### src/event_prio_regs.vh
// Purpose: constants for the interrupt event prioritizer
// Assumes: 34 event sources, numbered 0..33
// Notes: event numbers are the numbers handed to the processor core
`ifndef EVENT_PRIO_REGS_VH
`define EVENT_PRIO_REGS_VH
`define EV_COUNT 34
`define EV_NUM_W 6
`define GRP_COMM 2'h0
`define GRP_DISC 2'h1
`define GRP_TIME 2'h2
`define EV_P0_RX_CHAR 6'h08
`define EV_P0_TX_DONE 6'h09
`define EV_P0_RX_MSG 6'h17
`define EV_P1_RX_MSG 6'h18
`define EV_P1_RX_CHAR 6'h19
`define EV_P1_TX_DONE 6'h1A
`define EV_PULSE0_DONE 6'h13
`define EV_PULSE1_DONE 6'h14
`define EV_RISE_0 6'h00
`define EV_RISE_1 6'h02
`define EV_RISE_2 6'h04
`define EV_RISE_3 6'h06
`define EV_FALL_0 6'h01
`define EV_FALL_1 6'h03
`define EV_FALL_2 6'h05
`define EV_FALL_3 6'h07
`define EV_FC0_EQ 6'h0C
`define EV_FC0_DIR 6'h1B
`define EV_FC0_RST 6'h1C
`define EV_FC1_EQ 6'h0D
`define EV_FC1_DIR 6'h0E
`define EV_FC1_RST 6'h0F
`define EV_FC2_EQ 6'h10
`define EV_FC2_DIR 6'h11
`define EV_FC2_RST 6'h12
`define EV_FC3_EQ 6'h20
`define EV_FC4_EQ 6'h1D
`define EV_FC4_DIR 6'h1E
`define EV_FC4_RST 6'h1F
`define EV_FC5_EQ 6'h21
`define EV_TIMED_0 6'h0A
`define EV_TIMED_1 6'h0B
`define EV_TMR_A 6'h15
`define EV_TMR_B 6'h16
`endif

### src/plc_interrupt_event_prioritizer.v
// Purpose: latch interrupt events, pick the highest-ranked one, hand it to the core
// Assumes: event pulses come from clk-domain logic; discrete inputs are raw pins
// Notes: event_valid_q holds until event_take; the taken event's flag clears then
`timescale 1ns/1ns
`include "event_prio_regs.vh"
module plc_interrupt_event_prioritizer (
  input wire clk,
  input wire rst_b,
  input wire port0_rx_char,
  input wire port0_tx_done,
  input wire port0_rx_msg,
  input wire port1_rx_msg,
  input wire port1_rx_char,
  input wire port1_tx_done,
  input wire pulse_train_out_0_done,
  input wire pulse_train_out_1_done,
  input wire [3:0] discrete_input,
  input wire [5:0] count_match,
  input wire [4:0] count_dir_change,
  input wire [4:0] count_ext_reset,
  input wire [1:0] timed_tick,
  input wire fast_on_delay_timer_a_done,
  input wire fast_on_delay_timer_b_done,
  input wire event_take,
  output reg event_valid_q,
  output reg [5:0] event_num_q,
  output reg [1:0] event_group_q,
  output reg [4:0] event_rank_q
);
  // flat priority list: index 0 is the highest overall rank
  localparam N = `EV_COUNT;
  // dir/reset inputs: bits 0,1,2,4 used (counters 0,1,2,4); bit 3 unused for counter 3
  wire [3:0] din_lvl;
  reg [3:0] din_prev_q;
  reg din_armed_q;
  wire [3:0] rise;
  wire [3:0] fall;
  wire [N-1:0] raw_ev;
  wire [N-1:0] pend;
  reg [N-1:0] take_vec;
  reg [5:0] sel_idx;
  reg sel_any;
  reg [5:0] num_of;
  reg [1:0] grp_of;
  reg [4:0] rank_of;
  integer i;
  integer j;

  genvar g;
  generate
    for (g = 0; g < 4; g = g + 1) begin : g_din
      input_sync u_sync (
        .clk(clk),
        .rst_b(rst_b),
        .pin(discrete_input[g]),
        .level_q(din_lvl[g])
      );
    end
  endgenerate

  always @(posedge clk) begin
    if (!rst_b) begin
      din_prev_q <= 4'h0;
      din_armed_q <= 1'b0;
    end else begin
      din_prev_q <= din_lvl;
      // skip the first compare so reset level is not seen as an edge
      din_armed_q <= 1'b1;
    end
  end

  assign rise = din_armed_q ? (din_lvl & ~din_prev_q) : 4'h0;
  assign fall = din_armed_q ? (~din_lvl & din_prev_q) : 4'h0;

  // order of raw_ev is the ranking order
  assign raw_ev[0] = port0_rx_char;
  assign raw_ev[1] = port0_tx_done;
  assign raw_ev[2] = port0_rx_msg;
  assign raw_ev[3] = port1_rx_msg;
  assign raw_ev[4] = port1_rx_char;
  assign raw_ev[5] = port1_tx_done;
  assign raw_ev[6] = pulse_train_out_0_done;
  assign raw_ev[7] = pulse_train_out_1_done;
  assign raw_ev[11:8] = rise;
  assign raw_ev[15:12] = fall;
  assign raw_ev[16] = count_match[0];
  assign raw_ev[17] = count_dir_change[0];
  assign raw_ev[18] = count_ext_reset[0];
  assign raw_ev[19] = count_match[1];
  assign raw_ev[20] = count_dir_change[1];
  assign raw_ev[21] = count_ext_reset[1];
  assign raw_ev[22] = count_match[2];
  assign raw_ev[23] = count_dir_change[2];
  assign raw_ev[24] = count_ext_reset[2];
  assign raw_ev[25] = count_match[3];
  assign raw_ev[26] = count_match[4];
  assign raw_ev[27] = count_dir_change[4];
  assign raw_ev[28] = count_ext_reset[4];
  assign raw_ev[29] = count_match[5];
  assign raw_ev[30] = timed_tick[0];
  assign raw_ev[31] = timed_tick[1];
  assign raw_ev[32] = fast_on_delay_timer_a_done;
  assign raw_ev[33] = fast_on_delay_timer_b_done;

  generate
    for (g = 0; g < N; g = g + 1) begin : g_pend
      event_pending_bit u_pend (
        .clk(clk),
        .rst_b(rst_b),
        .set(raw_ev[g]),
        .take(take_vec[g]),
        .pend_q(pend[g])
      );
    end
  endgenerate

  // lowest index wins: group first, then in-group priority
  always @* begin
    sel_idx = 6'h00;
    sel_any = 1'b0;
    for (i = N - 1; i >= 0; i = i - 1) begin
      if (pend[i]) begin
        sel_idx = i[5:0];
        sel_any = 1'b1;
      end
    end
  end

  // index to event number, group and in-group rank
  always @* begin
    num_of = 6'h00;
    grp_of = `GRP_DISC;
    rank_of = 5'h00;
    case (sel_idx)
      6'd0: begin
        num_of = `EV_P0_RX_CHAR;
        grp_of = `GRP_COMM;
      end
      6'd1: begin
        num_of = `EV_P0_TX_DONE;
        grp_of = `GRP_COMM;
      end
      6'd2: begin
        num_of = `EV_P0_RX_MSG;
        grp_of = `GRP_COMM;
      end
      6'd3: begin
        num_of = `EV_P1_RX_MSG;
        grp_of = `GRP_COMM;
        rank_of = 5'h01;
      end
      6'd4: begin
        num_of = `EV_P1_RX_CHAR;
        grp_of = `GRP_COMM;
        rank_of = 5'h01;
      end
      6'd5: begin
        num_of = `EV_P1_TX_DONE;
        grp_of = `GRP_COMM;
        rank_of = 5'h01;
      end
      6'd6: num_of = `EV_PULSE0_DONE;
      6'd7: begin
        num_of = `EV_PULSE1_DONE;
        rank_of = 5'h01;
      end
      6'd8: begin
        num_of = `EV_RISE_0;
        rank_of = 5'h02;
      end
      6'd9: begin
        num_of = `EV_RISE_1;
        rank_of = 5'h03;
      end
      6'd10: begin
        num_of = `EV_RISE_2;
        rank_of = 5'h04;
      end
      6'd11: begin
        num_of = `EV_RISE_3;
        rank_of = 5'h05;
      end
      6'd12: begin
        num_of = `EV_FALL_0;
        rank_of = 5'h06;
      end
      6'd13: begin
        num_of = `EV_FALL_1;
        rank_of = 5'h07;
      end
      6'd14: begin
        num_of = `EV_FALL_2;
        rank_of = 5'h08;
      end
      6'd15: begin
        num_of = `EV_FALL_3;
        rank_of = 5'h09;
      end
      6'd16: begin
        num_of = `EV_FC0_EQ;
        rank_of = 5'h0A;
      end
      6'd17: begin
        num_of = `EV_FC0_DIR;
        rank_of = 5'h0B;
      end
      6'd18: begin
        num_of = `EV_FC0_RST;
        rank_of = 5'h0C;
      end
      6'd19: begin
        num_of = `EV_FC1_EQ;
        rank_of = 5'h0D;
      end
      6'd20: begin
        num_of = `EV_FC1_DIR;
        rank_of = 5'h0E;
      end
      6'd21: begin
        num_of = `EV_FC1_RST;
        rank_of = 5'h0F;
      end
      6'd22: begin
        num_of = `EV_FC2_EQ;
        rank_of = 5'h10;
      end
      6'd23: begin
        num_of = `EV_FC2_DIR;
        rank_of = 5'h11;
      end
      6'd24: begin
        num_of = `EV_FC2_RST;
        rank_of = 5'h12;
      end
      6'd25: begin
        num_of = `EV_FC3_EQ;
        rank_of = 5'h13;
      end
      6'd26: begin
        num_of = `EV_FC4_EQ;
        rank_of = 5'h14;
      end
      6'd27: begin
        num_of = `EV_FC4_DIR;
        rank_of = 5'h15;
      end
      6'd28: begin
        num_of = `EV_FC4_RST;
        rank_of = 5'h16;
      end
      6'd29: begin
        num_of = `EV_FC5_EQ;
        rank_of = 5'h17;
      end
      6'd30: begin
        num_of = `EV_TIMED_0;
        grp_of = `GRP_TIME;
      end
      6'd31: begin
        num_of = `EV_TIMED_1;
        grp_of = `GRP_TIME;
        rank_of = 5'h01;
      end
      6'd32: begin
        num_of = `EV_TMR_A;
        grp_of = `GRP_TIME;
        rank_of = 5'h02;
      end
      6'd33: begin
        num_of = `EV_TMR_B;
        grp_of = `GRP_TIME;
        rank_of = 5'h03;
      end
      default: begin
        num_of = 6'h00;
        grp_of = `GRP_DISC;
        rank_of = 5'h00;
      end
    endcase
  end

  // presented slot: freeze while valid so the core sees a stable event
  reg [5:0] held_idx_q;
  always @(posedge clk) begin
    if (!rst_b) begin
      event_valid_q <= 1'b0;
      event_num_q <= 6'h00;
      event_group_q <= 2'h0;
      event_rank_q <= 5'h00;
      held_idx_q <= 6'h00;
    end else if (!event_valid_q || event_take) begin
      // after a take, one idle cycle lets the flag clear before re-pick
      event_valid_q <= sel_any && !event_valid_q;
      if (sel_any && !event_valid_q) begin
        event_num_q <= num_of;
        event_group_q <= grp_of;
        event_rank_q <= rank_of;
        held_idx_q <= sel_idx;
      end
    end
  end

  // only the handed-over event is cleared, one per dispatch
  always @* begin
    take_vec = {N{1'b0}};
    for (j = 0; j < N; j = j + 1) begin
      if (event_valid_q && event_take && held_idx_q == j[5:0]) begin
        take_vec[j] = 1'b1;
      end
    end
  end
endmodule // plc_interrupt_event_prioritizer

### src/input_sync.v
// Purpose: three-flop synchroniser with agreement filter for one pin
// Assumes: pin is asynchronous to clk
// Notes: first flop feeds only the second
`timescale 1ns/1ns
module input_sync (
  input wire clk,
  input wire rst_b,
  input wire pin,
  output reg level_q
);
  reg s1_q;
  reg s2_q;
  reg s3_q;
  always @(posedge clk) begin
    if (!rst_b) begin
      // chain keeps sampling in reset so a pin already high at release is no edge
      s1_q <= pin;
      s2_q <= s1_q;
      s3_q <= s2_q;
      level_q <= s3_q;
    end else begin
      s1_q <= pin;
      s2_q <= s1_q;
      s3_q <= s2_q;
      // change counts only once second and third stages agree
      if (s2_q == s3_q) begin
        level_q <= s3_q;
      end
    end
  end
endmodule // input_sync

### src/event_pending_bit.v
// Purpose: one sticky pending flag per event source
// Assumes: set and take are one-cycle pulses on clk
// Notes: a set in the same cycle as a take wins
`timescale 1ns/1ns
module event_pending_bit (
  input wire clk,
  input wire rst_b,
  input wire set,
  input wire take,
  output reg pend_q
);
  always @(posedge clk) begin
    if (!rst_b) begin
      pend_q <= 1'b0;
    end else if (set) begin
      pend_q <= 1'b1;
    end else if (take) begin
      pend_q <= 1'b0;
    end
  end
endmodule // event_pending_bit

### config.mk
export PLATFORM = sky130hd
export DESIGN_NAME = plc_interrupt_event_prioritizer
export DESIGN_NICKNAME = d
export VERILOG_FILES = /design/src/plc_interrupt_event_prioritizer.v /design/src/input_sync.v /design/src/event_pending_bit.v
export VERILOG_INCLUDE_DIRS = /design/src
export SDC_FILE = /design/constraint.sdc
export NUM_CORES = 1
export LEC_CHECK = 0
export CORE_MARGIN = 1.5
export CORE_UTILIZATION = 53
export CTS_CLUSTER_SIZE = 28
export DETAILED_ROUTE_END_ITERATION = 12
export DONT_BUFFER_PORTS = 1
export PLACE_DENSITY_LB_ADDON = 0.25
export SKIP_LAST_GASP = 1
export SLEW_MARGIN = 20
export SYNTH_ARGS = -nofsm -noshare
export SYNTH_HDL_FRONTEND = slang
export SYNTH_HIERARCHICAL = 1
export SYNTH_SLANG_ARGS = --single-unit
export TNS_END_PERCENT = 1
### constraint.sdc
create_clock -name clk -period 2 [get_ports clk]
set_input_delay 0.4 -clock clk [delete_from_list [all_inputs] [get_ports clk]]
set_output_delay 0.4 -clock clk [all_outputs]
set_load 0.02 [all_outputs]
==> summary.txt <==
Crit-path cells = or4_4, o211ai_4, nand3_4, or2_4, nor2_2, o2111ai_1, o211a_1, a32o_1
Period utilisation layout = 1.16
Average via count per standard cell = 5.86
Mux contribution to synthesized area = 0.00240
Routability cong. = 0.944
Area Overhead vs Synth = 32.3%
Root buffer cell = clkbuf_8
Synthesized instance count = 461
First-pass GRT wire length = 18.5 mm
Critical Setup Path Class = register to register
Clock sink count = 75
PortBufs = 0
Top post-synthesis cells by area = dfxtp_1 (34%), nor2b_4 (12%), nor2_1 (6.3%), o21a_1 (6.3%), nand2_1 (3.6%)
Die ar. = 8410 sq um
Filler Cells Inserted = 586
Slowest cell on crit path = or4_4
DRT antenna net count = 0
Max IR drop VDD = 583 uV
Post-Synthesis Cell Area = 4170 sq um
Initial antenna violation count = 0
Syn_nets = 496
Cell taking the most area after synthesis = dfxtp_1
Endpoints failing setup = 19
Gr ovfl total = 0
Die height = 91.7 um
Max_cap viols = 0
Final worst slack = -0.325 ns
Die X = 91.7 um
Clock period minus worst slack = 2.33 ns
Seq/Total Area, Yosys = 0.370
Avg Synthesized Cell Area = 9.05 sq um
Async SR Flop Fraction = 0
EDFF count, synth = 4
Tot Pwr = 4010 uW
Synth Area in Simple Gates = 0.374
Pin count of the biggest net entering global routing = 65
Worst EP arrival = 2.58 ns
Commonest register cell after synthesis = dfxtp_1
Clk_lat worst skew = 0.37 ns
Worst slew margin = 0.642
Post-detailed-route wirelength per cell = 17.6 um
Status = complete, but fails checks
Netlist cell types = 68
Main combinational cell family by area after synthesis = simple AND/OR/NAND/NOR gates
Min Hold Slack = 0.0550 ns
Clk pin slew, worst setup/hold paths = 0.09 ns
Fraction of the mapped netlist area in adder cells = 0
Leakage = 0.00221 uW
Fmax = 0.430 GHz
Compound-Gate Fraction of Synth Area = 0.225
Worst-margin pin slew = 0.532 ns
Via Count = 3,943
Final WL = 11.9 mm
Worst EP required = 2.26 ns
Max-slew violations = 0
CP peak stage delay = 0.56 ns
Power per cell area = 727 nW/um^2
Hold Vio Cnt, Final = 0
Most frequent cells in the layout = buf_4 (101), nor2_1 (62), dfxtp_1 (53)
Core Area = 7690 sq um
Total Routing Usage GR = 0.279
DR DRC count = 0
Num CTS Buffers = 9
Fin nets = 601
Initial core utilization = 0.542
Startpoint types = register
CTS tree = done
Failing checks = negative setup slack
XOR/XNOR Fraction of Synth Area = 0.00840
Synth warn = 6
Share of the synthesized area in the top cell type = 0.341
TritonRoute pass-1 iters = 5
Setup TNS = -4.05 ns
Most common cell after layout, fill and taps aside = buf_4
Fin area = 5520 sq um
DP HPWL = 8.49 mm
Worst Skew = 0.0182 ns
Number of global-route vias before repair = 3,817
Crit end category = register
FF+latch count, synth = 75
H-tree depth = 3
1st-iter DRT viols = 272
Number of antenna diodes = 0
Fraction of layout cells with a size suffix above 1 = 0.406
CP max FO = 5
Hold crit path type = input pin to register
# IOs = 49
Unrepaired setup endpoints after global routing = yes
# rows = 32
Max clock buf depth = 2
Post-DP Area = 4950 sq um
-- flip-flops by register name (all words and copies together), names as in the netlist, 4 cells and up --
| register | count |
|---|---|
| g_pend.u_pend/pend_q | 34 |
| event_num_q | 6 |
| held_idx_q | 6 |
| event_rank_q | 5 |
| din_prev_q | 4 |
| g_din.u_sync/level_q | 4 |
| g_din.u_sync/s1_q | 4 |
| g_din.u_sync/s2_q | 4 |
| g_din.u_sync/s3_q | 4 |
-- path summary, 6_finish.rpt --
path / startpoint / endpoint / slack, ns / cells past startpoint
max: g_pend[24].u_pend/pend_q$_SDFFE_PN0P_ / event_rank_q[1]$_SDFFE_PN0P_ / -0.33 / 8
min: discrete_input[1] / g_din[1].u_sync/s1_q$_DFF_P_ / 0.06 / 0
max reg2reg: g_pend[24].u_pend/pend_q$_SDFFE_PN0P_ / event_rank_q[1]$_SDFFE_PN0P_ / -0.33 / 8
min reg2reg: g_din[2].u_sync/s1_q$_DFF_P_ / g_din[2].u_sync/s2_q$_DFF_P_ / 0.33 / 0
-- critical path, delay by kind of cell (launching register included) --
family,cells,cell delay [ns]
AND/OR/NAND/NOR,4,1.08
AO/OA/AOI/OAI,4,0.81
flip-flops,1,0.33
-- synth_stat cells, types with 9 or more instances --
cell     instances
o21ai_0         24
inv_1            9
a21oi_1         16
nor3_1          14
a31oi_1          9
dfxtp_1         71
nor2b_4         35
nand2_1         40
nor2_1          70
o21a_1          35
-- metal layers --
metal	routed length, um	global-route usage	vias to the layer above
met5	0	0	-
met4	238	0.0821	0
met3	706	0.0622	31
met2	5650	0.456	136
met1	5260	0.370	1904
li1	-	-	1872
-- per-stage QoR --
step	utilization	setup WS [ns]	instances
floorplan	-	-0.170	461
global placement	0.644	-0.325	645
detailed placement	0.644	-0.357	645
CTS	0.683	-0.312	666
global route	0.717	-0.421	673
finish	0.717	-0.325	673
-- report_power, final --
group | switching (uW) | internal, uW | total (uW)
logic | 469 | 510 | 979
registers | 142 | 1610 | 1760
clock network | 667 | 612 | 1280
-- cells by family after synthesis --
kind of cell,after synthesis
buf+inv,20
xor+xnor,4
mux,1
flops,75
compound gates,128
simple gates,233
-- cell type report --
type	count	area, sq um	share of cell area
inverter	9	33.8	0.00613
tap	102	128	0.0231
clock buffer	9	124	0.0225
timing repair buffer	103	781	0.142
sequential	75	1570	0.285
multi-input combinational	368	2790	0.505
clock inverter	7	87.6	0.0159
-- repair_timing --
action / CTS / global route
gates cloned: 1 / 1
endpoints found under the setup margin: 19 / 19
setup buffers: 4 / 6
resized for setup: 9 / 63
pin swaps: 7 / 22
hold endpoints to repair: 0 / 0
hold buffers: 0 / 0
(Power assumes the default switching activity.)
